$ cat src/hw/fps_pkg.sv
// Purpose: constants for the flash status polling controller
// Assumes: 8-bit status word on the low data lines, 200 MHz clock
// Notes:   read and write pulse widths are in clock cycles
package fps_pkg;
  // status word bit positions
  localparam int unsigned POLL_BIT   = 7;
  localparam int unsigned TOGGLE_BIT = 6;
  localparam int unsigned ERROR_BIT  = 5;
  localparam int unsigned TIMER_BIT  = 3;
  localparam int unsigned ALT_BIT    = 2;
  // bus timing: 70 ns cycle, 5 ns clock
  localparam int unsigned CLK_NS     = 5;
  localparam int unsigned T_RC_NS    = 70;
  localparam int unsigned T_WC_NS    = 70;
  localparam logic [4:0]  RD_CYC     = 5'((T_RC_NS + CLK_NS - 1) / CLK_NS);
  localparam logic [4:0]  WR_CYC     = 5'((T_WC_NS + CLK_NS - 1) / CLK_NS);
  // software register offsets
  localparam logic [3:0]  REG_CTRL   = 4'h0;
  localparam logic [3:0]  REG_ADDR   = 4'h1;
  localparam logic [3:0]  REG_DATA   = 4'h2;
  localparam logic [3:0]  REG_STAT   = 4'h3;
  localparam logic [3:0]  REG_RDATA  = 4'h4;
  localparam logic [3:0]  REG_LIMIT  = 4'h5;
  // control word command codes
  localparam logic [2:0]  CMD_READ   = 3'h1;
  localparam logic [2:0]  CMD_WRITE  = 3'h2;
  localparam logic [2:0]  CMD_POLLPG = 3'h3;
  localparam logic [2:0]  CMD_TOGGLE = 3'h4;
  localparam logic [2:0]  CMD_TIMER  = 3'h5;
  localparam logic [15:0] LIMIT_RST  = 16'hffff;
  // result codes in status register
  localparam logic [1:0]  RES_OK     = 2'h0;
  localparam logic [1:0]  RES_FAIL   = 2'h1;
  localparam logic [1:0]  RES_TOUT   = 2'h2;
  localparam logic [1:0]  RES_SUSP   = 2'h3;
  localparam logic [7:0]  RESET_CMD  = 8'hf0;
  typedef enum logic [2:0] {
    FPS_IDLE, FPS_BUS, FPS_EVAL, FPS_DONE
  } fps_state_t;
endpackage : fps_pkg

$ cat src/hw/fps_bus_cycle.sv
// Purpose: one asynchronous flash bus read or write cycle
// Assumes: data in is synchronous to the clock
// Notes:   read data captured just before output enable rises
`timescale 1ns/1ps
`default_nettype none
module fps_bus_cycle (
  input  wire logic        i_sys_clk,
  input  wire logic        i_sys_rst,
  input  wire logic        i_start,
  input  wire logic        i_write,
  input  wire logic [19:0] i_addr,
  input  wire logic [15:0] i_wdata,
  input  wire logic [15:0] i_dq_in,
  output logic             o_done,
  output logic [15:0]      o_rdata,
  output logic [19:0]      o_addr,
  output logic [15:0]      o_dq_out,
  output logic             o_dq_oe,
  output logic             o_ce_n,
  output logic             o_oe_n,
  output logic             o_we_n
);
  logic [4:0]  cnt_r,   cnt_nxt;
  logic        act_r,   act_nxt;
  logic        wr_r,    wr_nxt;
  logic [19:0] addr_r,  addr_nxt;
  logic [15:0] wd_r,    wd_nxt;
  logic [15:0] rd_r,    rd_nxt;
  logic        done_r,  done_nxt;

  always_comb begin
    cnt_nxt  = cnt_r;
    act_nxt  = act_r;
    wr_nxt   = wr_r;
    addr_nxt = addr_r;
    wd_nxt   = wd_r;
    rd_nxt   = rd_r;
    done_nxt = 1'b0;
    if (!act_r && i_start) begin
      act_nxt  = 1'b1;
      wr_nxt   = i_write;
      addr_nxt = i_addr;
      wd_nxt   = i_wdata;
      cnt_nxt  = i_write ? fps_pkg::WR_CYC : fps_pkg::RD_CYC;
    end else if (act_r) begin
      if (cnt_r == 5'h1) begin
        // strobe rises now: one completed cycle per pulse
        act_nxt  = 1'b0;
        done_nxt = 1'b1;
        if (!wr_r) begin
          rd_nxt = i_dq_in;
        end
      end
      cnt_nxt = cnt_r - 5'h1;
    end
  end

  always_ff @(posedge i_sys_clk) begin
    if (i_sys_rst) begin
      cnt_r  <= 5'h0;
      act_r  <= 1'b0;
      wr_r   <= 1'b0;
      addr_r <= 20'h0;
      wd_r   <= 16'h0;
      rd_r   <= 16'h0;
      done_r <= 1'b0;
    end else begin
      cnt_r  <= cnt_nxt;
      act_r  <= act_nxt;
      wr_r   <= wr_nxt;
      addr_r <= addr_nxt;
      wd_r   <= wd_nxt;
      rd_r   <= rd_nxt;
      done_r <= done_nxt;
    end
  end

  assign o_done   = done_r;
  assign o_rdata  = rd_r;
  assign o_addr   = addr_r;
  assign o_dq_out = wd_r;
  assign o_dq_oe  = act_r & wr_r;
  assign o_ce_n   = ~act_r;
  assign o_oe_n   = ~(act_r & ~wr_r);
  // write strobe released one cycle early so data holds past its edge
  assign o_we_n   = ~(act_r & wr_r & (cnt_r != 5'h1));
endmodule : fps_bus_cycle
`default_nettype wire

$ cat src/hw/fps_ctrl.sv
// Purpose: host controller that polls a flash status word
// Assumes: device registers reached only through its bus pins
// Notes:   software orders a read, write or a polling run
//
// Operation
// - host polls at programmed address or inside erasing block.
// - after error, host issues read/reset before other commands; this controller leaves it to software.
// - blocks may be appended only while erase-timer bit is zero.
// - host ignores status bits undefined for the operation.
`timescale 1ns/1ps
`default_nettype none
module fps_ctrl (
  input  wire logic        i_sys_clk,
  input  wire logic        i_sys_rst,
  input  wire logic [3:0]  i_addr,
  input  wire logic [31:0] i_wdata,
  input  wire logic        i_wr,
  input  wire logic        i_rd,
  output logic [31:0]      o_rdata,
  input  wire logic [15:0] i_dq_in,
  output logic [15:0]      o_dq_out,
  output logic             o_dq_oe,
  output logic [19:0]      o_fl_addr,
  output logic             o_ce_n,
  output logic             o_oe_n,
  output logic             o_we_n,
  input  wire logic        i_ready_busy_n
);
  fps_pkg::fps_state_t st_r, st_nxt;
  logic [2:0]  cmd_r,   cmd_nxt;
  logic [19:0] fa_r,    fa_nxt;
  logic [15:0] fd_r,    fd_nxt;
  logic [15:0] lim_r,   lim_nxt;
  logic [15:0] polls_r, polls_nxt;
  logic [15:0] last_r,  last_nxt;
  logic [15:0] rdv_r,   rdv_nxt;
  logic        first_r, first_nxt;
  logic        echk_r,  echk_nxt;
  logic        busy_r,  busy_nxt;
  logic        done_r,  done_nxt;
  logic [1:0]  res_r,   res_nxt;
  logic        tmr_r,   tmr_nxt;
  logic [31:0] rd_r,    rd_nxt;
  logic        cyc_start;
  logic        cyc_write;
  logic        cyc_done;
  logic [15:0] cyc_rdata;

  // bit differs between two successive status reads
  function automatic logic flipped(input logic [15:0] a,
                                   input logic [15:0] b,
                                   input int unsigned pos);
    flipped = a[pos] ^ b[pos];
  endfunction

  fps_bus_cycle u_cyc (
    .i_sys_clk (i_sys_clk),
    .i_sys_rst (i_sys_rst),
    .i_start   (cyc_start),
    .i_write   (cyc_write),
    .i_addr    (fa_r),
    .i_wdata   (fd_r),
    .i_dq_in   (i_dq_in),
    .o_done    (cyc_done),
    .o_rdata   (cyc_rdata),
    .o_addr    (o_fl_addr),
    .o_dq_out  (o_dq_out),
    .o_dq_oe   (o_dq_oe),
    .o_ce_n    (o_ce_n),
    .o_oe_n    (o_oe_n),
    .o_we_n    (o_we_n)
  );

  assign cyc_start = (st_r == fps_pkg::FPS_BUS);
  assign cyc_write = (cmd_r == fps_pkg::CMD_WRITE);

  always_comb begin
    st_nxt    = st_r;
    cmd_nxt   = cmd_r;
    fa_nxt    = fa_r;
    fd_nxt    = fd_r;
    lim_nxt   = lim_r;
    polls_nxt = polls_r;
    last_nxt  = last_r;
    rdv_nxt   = rdv_r;
    first_nxt = first_r;
    echk_nxt  = echk_r;
    busy_nxt  = busy_r;
    done_nxt  = done_r;
    res_nxt   = res_r;
    tmr_nxt   = tmr_r;
    rd_nxt    = 32'h0;
    if (i_wr && !busy_r) begin
      case (i_addr)
        fps_pkg::REG_ADDR:  fa_nxt  = i_wdata[19:0];
        fps_pkg::REG_DATA:  fd_nxt  = i_wdata[15:0];
        fps_pkg::REG_LIMIT: lim_nxt = i_wdata[15:0];
        fps_pkg::REG_CTRL: begin
          cmd_nxt   = i_wdata[2:0];
          busy_nxt  = 1'b1;
          done_nxt  = 1'b0;
          first_nxt = 1'b1;
          echk_nxt  = 1'b0;
          polls_nxt = 16'h0;
          st_nxt    = fps_pkg::FPS_BUS;
        end
        default: ;
      endcase
    end
    if (i_rd) begin
      case (i_addr)
        fps_pkg::REG_ADDR:  rd_nxt = {12'h0, fa_r};
        fps_pkg::REG_DATA:  rd_nxt = {16'h0, fd_r};
        fps_pkg::REG_LIMIT: rd_nxt = {16'h0, lim_r};
        fps_pkg::REG_RDATA: rd_nxt = {16'h0, rdv_r};
        fps_pkg::REG_STAT:  rd_nxt = {polls_r, 10'h0, tmr_r,
                                      i_ready_busy_n, res_r,
                                      done_r, busy_r};
        default:            rd_nxt = 32'h0;
      endcase
    end
    case (st_r)
      fps_pkg::FPS_IDLE: ;
      fps_pkg::FPS_BUS:  st_nxt = fps_pkg::FPS_EVAL;
      fps_pkg::FPS_EVAL: begin
        if (cyc_done) begin
          rdv_nxt   = cyc_rdata;
          last_nxt  = cyc_rdata;
          first_nxt = 1'b0;
          polls_nxt = polls_r + 16'h1;
          st_nxt    = fps_pkg::FPS_BUS;
          case (cmd_r)
            fps_pkg::CMD_READ, fps_pkg::CMD_WRITE: begin
              res_nxt = fps_pkg::RES_OK;
              st_nxt  = fps_pkg::FPS_DONE;
            end
            fps_pkg::CMD_POLLPG: begin
              // programmed bit on the polling line means finished
              if (cyc_rdata[fps_pkg::POLL_BIT] == fd_r[fps_pkg::POLL_BIT]) begin
                res_nxt = fps_pkg::RES_OK;
                st_nxt  = fps_pkg::FPS_DONE;
              end else if (echk_r) begin
                res_nxt = fps_pkg::RES_FAIL;
                st_nxt  = fps_pkg::FPS_DONE;
              end else if (cyc_rdata[fps_pkg::ERROR_BIT]) begin
                // recheck once: completion may race the error bit
                echk_nxt = 1'b1;
              end
            end
            fps_pkg::CMD_TOGGLE: begin
              // toggling proves a status word, not array data
              if (!first_r) begin
                if (!flipped(cyc_rdata, last_r, fps_pkg::TOGGLE_BIT)) begin
                  // stopped: done, or erase actually suspended
                  res_nxt = (cyc_rdata[fps_pkg::POLL_BIT] &&
                             flipped(cyc_rdata, last_r, fps_pkg::ALT_BIT))
                            ? fps_pkg::RES_SUSP : fps_pkg::RES_OK;
                  st_nxt  = fps_pkg::FPS_DONE;
                end else if (echk_r) begin
                  // still toggling after the error bit: real failure
                  res_nxt = fps_pkg::RES_FAIL;
                  st_nxt  = fps_pkg::FPS_DONE;
                end else if (cyc_rdata[fps_pkg::ERROR_BIT]) begin
                  // only error and toggle bits trusted here
                  // array data can mimic one toggle at the end: reread
                  echk_nxt = 1'b1;
                end
              end
            end
            fps_pkg::CMD_TIMER: begin
              // report timer bit; software appends blocks while zero
              tmr_nxt = cyc_rdata[fps_pkg::TIMER_BIT];
              res_nxt = fps_pkg::RES_OK;
              st_nxt  = fps_pkg::FPS_DONE;
            end
            default: st_nxt = fps_pkg::FPS_DONE;
          endcase
          if (st_nxt == fps_pkg::FPS_BUS && polls_nxt >= lim_r) begin
            res_nxt = fps_pkg::RES_TOUT;
            st_nxt  = fps_pkg::FPS_DONE;
          end
        end
      end
      fps_pkg::FPS_DONE: begin
        busy_nxt = 1'b0;
        done_nxt = 1'b1;
        st_nxt   = fps_pkg::FPS_IDLE;
      end
      default: st_nxt = fps_pkg::FPS_IDLE;
    endcase
  end
  // failure leaves recovery to software: it must write the reset
  // command before anything else, and a failed program of a zero
  // bit is reported as fail, never retried

  always_ff @(posedge i_sys_clk) begin
    if (i_sys_rst) begin
      st_r    <= fps_pkg::FPS_IDLE;
      cmd_r   <= 3'h0;
      fa_r    <= 20'h0;
      fd_r    <= 16'h0;
      lim_r   <= fps_pkg::LIMIT_RST;
      polls_r <= 16'h0;
      last_r  <= 16'h0;
      rdv_r   <= 16'h0;
      first_r <= 1'b0;
      echk_r  <= 1'b0;
      busy_r  <= 1'b0;
      done_r  <= 1'b0;
      res_r   <= fps_pkg::RES_OK;
      tmr_r   <= 1'b0;
      rd_r    <= 32'h0;
    end else begin
      st_r    <= st_nxt;
      cmd_r   <= cmd_nxt;
      fa_r    <= fa_nxt;
      fd_r    <= fd_nxt;
      lim_r   <= lim_nxt;
      polls_r <= polls_nxt;
      last_r  <= last_nxt;
      rdv_r   <= rdv_nxt;
      first_r <= first_nxt;
      echk_r  <= echk_nxt;
      busy_r  <= busy_nxt;
      done_r  <= done_nxt;
      res_r   <= res_nxt;
      tmr_r   <= tmr_nxt;
      rd_r    <= rd_nxt;
    end
  end

  assign o_rdata = rd_r;
endmodule : fps_ctrl
`default_nettype wire

$ cat config.mk
export PLATFORM = sky130hd
export DESIGN_NAME = fps_ctrl
export DESIGN_NICKNAME = d
export VERILOG_FILES = /design/src/hw/fps_pkg.sv /design/src/hw/fps_bus_cycle.sv /design/src/hw/fps_ctrl.sv
export SDC_FILE = /design/constraint.sdc
export NUM_CORES = 1
export LEC_CHECK = 0
export BUFFER_PORTS_ARGS = -buffer_cell sky130_fd_sc_hd__buf_2
export CAP_MARGIN = 40
export CORE_ASPECT_RATIO = 1.1
export CORE_MARGIN = 10
export CORE_UTILIZATION = 51
export DETAILED_ROUTE_END_ITERATION = 16
export GPL_ROUTABILITY_DRIVEN = 1
export HOLD_SLACK_MARGIN = 0.05
export PLACE_DENSITY = 0.76
export SETUP_SLACK_MARGIN = 0.05
export SLEW_MARGIN = 20
export SYNTH_ARGS = -nofsm -noshare
export SYNTH_HDL_FRONTEND = slang
export SYNTH_SLANG_ARGS = --single-unit
$ cat constraint.sdc
create_clock -name i_sys_clk -period 2.9 [get_ports i_sys_clk]
set_input_delay 0.145 -clock i_sys_clk [delete_from_list [all_inputs] [get_ports i_sys_clk]]
set_output_delay 0.145 -clock i_sys_clk [all_outputs]
set_load 0.1 [all_outputs]
==> impl_metrics.json <==
{
  "run_status": "finished clean",
  "crit_end": "res_r[1]",
  "design.die.area_sq_mm": 0.02052,
  "synth-warning-count": 0,
  "h-tree-depth": 4,
  "setup.worst_path.start_class": "flip-flop",
  "crit_start": "polls_r[0]",
  "diodes": 0,
  "ir_drop_v": 0.0004469,
  "layout.cell_area.non_filler_sq_mm": 0.009599,
  "synth_top_family_by_area": "simple AND/OR/NAND/NOR gates",
  "worst_clock_skew_ns": 0.01031,
  "synth-compound-area-share_pct": 16.79,
  "worst_setup_hold_path_clk_slew_ns": 0.07,
  "rows": 47,
  "globalRouteOverflowTotal": 0,
  "detail_route.drc_violations": 0,
  "adder_cell_share_of_the_synthesized_area_pct": 3.070,
  "cts.path.max_buffers": 2,
  "postSynthNetCount": 1020,
  "ys_async_sr_fraction_pct": 0,
  "io-pin-count": 129,
  "synth-edff-count": 0,
  "die_w_um": 137.5,
  "placement.cell_area_sq_mm": 0.008516,
  "post_synth_mux_area_share_pct": 0.1293,
  "critPathMaxStageDelay_ns": 0.43,
  "synthesis.instances": 944,
  "reg2reg_setup_slack_ns": 0.11,
  "postRouteAntennaNets": 0,
  "core-area_sq_mm": 0.01500,
  "placed_cells_incl_taps": 1223,
  "cp.depth": 13,
  "tns_ns": 0,
  "tritoncts": "built",
  "timing_worst_setup_path_type": "reg2reg",
  "synth-seq-cells": 189,
  "cp_cell_sequence": "nand3_2, or3_4, nor2_4, and3_4, xor2_2, ha_1, nand4_1, buf_4, o211ai_1, buf_4, buf_6, nor3_2, nor4_2",
  "number_of_pins_with_negative_max_slew_slack_in_the_final_report": 0,
  "pre_cts_slack_ns": -0.01417,
  "layoutNonFillerInstCount": 1296,
  "nNetsFinal": 1164,
  "final_hold_viol_count": 0,
  "track_usage_pct": 20.96,
  "holdWs_ns": 0.09361,
  "drtIter0Drc": 673,
  "first_global_vias": 6691,
  "worstSkewPairLatency_ns": 0.44,
  "cts_root_buf": "sky130_fd_sc_hd__clkbuf_16",
  "layout_min_cycle_time_ns": 2.791,
  "routed_wire_length_per_instance_um": 16.64,
  "synthDistinctLibCells": 61,
  "final_layout_size_suffix_gt1_share_pct": 19.36,
  "worst_ep_arrival_time_ns": 3.14,
  "cpMaxStageDelayCell": "sky130_fd_sc_hd__or3_4",
  "antenna_found_initial": 0,
  "setup_viol_count_final": 0,
  "r2r.worst_path.cells": 13,
  "required_ns": 3.25,
  "worstPathMaxFanout": 4,
  "tightest_pin_transition_ns": 0.8308,
  "place_congestion": 0.8619,
  "power.total_mw": 5.060,
  "vias": 7136,
  "slew-limit-headroom_pct": 44.61,
  "number_of_buffers_added_by_the_clock_tree_synthesis_step": 17,
  "place.detailed.hpwl_mm": 14.99,
  "rsz0062_at_grt": "true",
  "power.leakage_nw": 3.960,
  "terminus_of_the_critical_flop_to_flop_path": "res_r[1]",
  "cts.sink_count": 189,
  "maxCapViolations": 0,
  "start_util_pct": 51.64,
  "io_buffers": 116,
  "kind_of_cell_adding_the_most_delay_to_the_critical_path": "simple AND/OR/NAND/NOR gates",
  "setup.worst_path.end_class": "flip-flop",
  "postRouteWirelength_mm": 21.57,
  "timing.fmax_mhz": 358.3,
  "die_height_um": 149.2,
  "synthFlopType": "sky130_fd_sc_hd__dfxtp_1",
  "cellPowerDensity_mw_per_mm2": 527.1,
  "yosysSeqAreaShare_pct": 48.86,
  "maximum_number_of_pins_on_one_net_before_global_route_repair": 76,
  "most_frequent_cell_on_critical_path": "sky130_fd_sc_hd__buf_4",
  "synth_xor_xnor_area_share_pct": 2.036,
  "grt_first_pass_wirelength_mm": 34.47,
  "finalCoreUtilization_pct": 64.01,
  "final_min_period_over_clock_period_pct": 96.24,
  "worst_hold_path_type": "in2reg",
  "detail_route.vias_per_cell": 5.506,
  "final_critical_path_setup_slack_ns": 0.1090,
  "cp_num_buf_inv": 3,
  "synth_simple_gate_area_share_pct": 24.64,
  "avgSynthCellArea_sq_um": 8.203,
  "dr.pass1.iters": 7,
  "rr_startpoint": "polls_r[0]",
  "synth.cell_area_sq_mm": 0.007744,
  "syn_to_final_growth_pct": 23.96
}
## layout make-up
class                   instances  area [sq um]
fillers                      1260          5396
flip-flops and latches        189          3791
multi-input cells             674          3730
repair buffers                184          1191
clock buffers                  19         452.9
well taps                     196         245.2
clock inverters                12         106.4
inverters                      22         82.58
## registers in the layout, indices dropped and copies added (netlist names), 2 cells and up
register / cells
cmd_r: 3
fa_r: 20
fd_r: 16
lim_r: 16
o_rdata: 32
polls_r: 16
rdv_r: 16
res_r: 2
st_r: 3
u_cyc.cnt_r: 5
u_cyc.o_addr: 20
u_cyc.o_dq_out: 16
u_cyc.o_rdata: 16
## cell families after synthesis
kind of cell	after synthesis
and+or+nand+nor	414
other	1
DFF	189
xor gates and xnor gates	18
adders and majority gates	19
buffers and inverters	81
muxes	1
AOI/OAI and AO/OA	221
## per-layer routing
| metal | global-route usage (%) | vias up | wire length, um |
|---|---|---|---|
| met5 | 0 | - | 0 |
| met4 | 8.966 | 0 | 653 |
| li1 | - | 3486 | - |
| met3 | 5.020 | 51 | 1638 |
| met2 | 32.86 | 292 | 10250 |
| met1 | 26.84 | 3307 | 9018 |
## how the worst min path moves through the flow
stage,from,endpoint,cells after the start
6_report,i_ready_busy_n,o_rdata[4],3
5_1_grt,i_ready_busy_n,o_rdata[4],3
4_1_cts,i_ready_busy_n,o_rdata[4],3
3_5_place_dp,i_dq_in[12],u_cyc.o_rdata[12],3
3_3_place_gp,i_dq_in[12],u_cyc.o_rdata[12],3
2_1_floorplan,i_wdata[10],lim_r[10],2
## worst reg2reg max path: cells and delay by family, from the launching register on
kind            cells  cell delay (ns)
compound gates      1             0.26
xor+xnor            1             0.07
fa+ha+maj           1             0.30
buf+inv             3             0.43
flops               1             0.38
simple gates        7             1.28
## timing repair
item | CTS | global route
setup buffers | 2 | 3
gates cloned | 0 | 0
pin swaps | 3 | 13
endpoints found under the setup margin | 2 | 3
endpoints found under the hold margin | 71 | 0
hold buffers | 36 | 0
gates resized for setup | 5 | 21
## layout by cell type (no fill, tap or decap), types with 3 or more instances in the layout
cell / n
sky130_fd_sc_hd__xnor2_1: 7
sky130_fd_sc_hd__a22o_1: 5
sky130_fd_sc_hd__nand4_1: 4
sky130_fd_sc_hd__nor2b_1: 7
sky130_fd_sc_hd__nand3_1: 11
sky130_fd_sc_hd__nor3_2: 4
sky130_fd_sc_hd__buf_4: 31
sky130_fd_sc_hd__nand3b_1: 18
sky130_fd_sc_hd__a222oi_1: 6
sky130_fd_sc_hd__ha_1: 18
sky130_fd_sc_hd__buf_2: 115
sky130_fd_sc_hd__clkbuf_16: 17
sky130_fd_sc_hd__nor3b_1: 3
sky130_fd_sc_hd__a22oi_1: 31
sky130_fd_sc_hd__nand2_1: 271
sky130_fd_sc_hd__dfxtp_1: 187
sky130_fd_sc_hd__dlygate4sd3_1: 36
sky130_fd_sc_hd__nand2b_1: 4
sky130_fd_sc_hd__inv_6: 4
sky130_fd_sc_hd__nor3_1: 7
sky130_fd_sc_hd__xor2_1: 8
sky130_fd_sc_hd__clkinvlp_4: 4
sky130_fd_sc_hd__and3_4: 3
sky130_fd_sc_hd__and3_1: 3
sky130_fd_sc_hd__nor4_1: 3
sky130_fd_sc_hd__o211a_1: 3
sky130_fd_sc_hd__o21ai_0: 12
sky130_fd_sc_hd__inv_1: 22
sky130_fd_sc_hd__nor2_1: 37
sky130_fd_sc_hd__and2_1: 14
sky130_fd_sc_hd__a21oi_1: 146
sky130_fd_sc_hd__o31ai_1: 3
## power by group
| part | total (mW) | switching (mW) | internal, mW |
|---|---|---|---|
| sequential | 2.62 | 0.0143 | 2.61 |
| clock | 2.22 | 1.06 | 1.16 |
| combinational | 0.214 | 0.128 | 0.0868 |
| total | 5.06 | 1.21 | 3.85 |
## synth_stat cells (all sizes together) (7+ instances only)
master,n,area [sq um]
a21oi,147,739.5
xor2,10,87.58
nor2b,7,43.79
clkbuf,35,131.4
nor2,41,161.4
nand2,272,1023
ha,19,237.7
dfxtp,189,3784
and2,15,95.09
a22oi,31,232.7
buf,24,128.9
nand3,13,70.07
nand3b,18,135.1
xnor2,8,70.07
nor3,12,70.07
inv,22,82.58
o21ai,12,60.06
No activity file was read; power rests on OpenSTA's default activity.
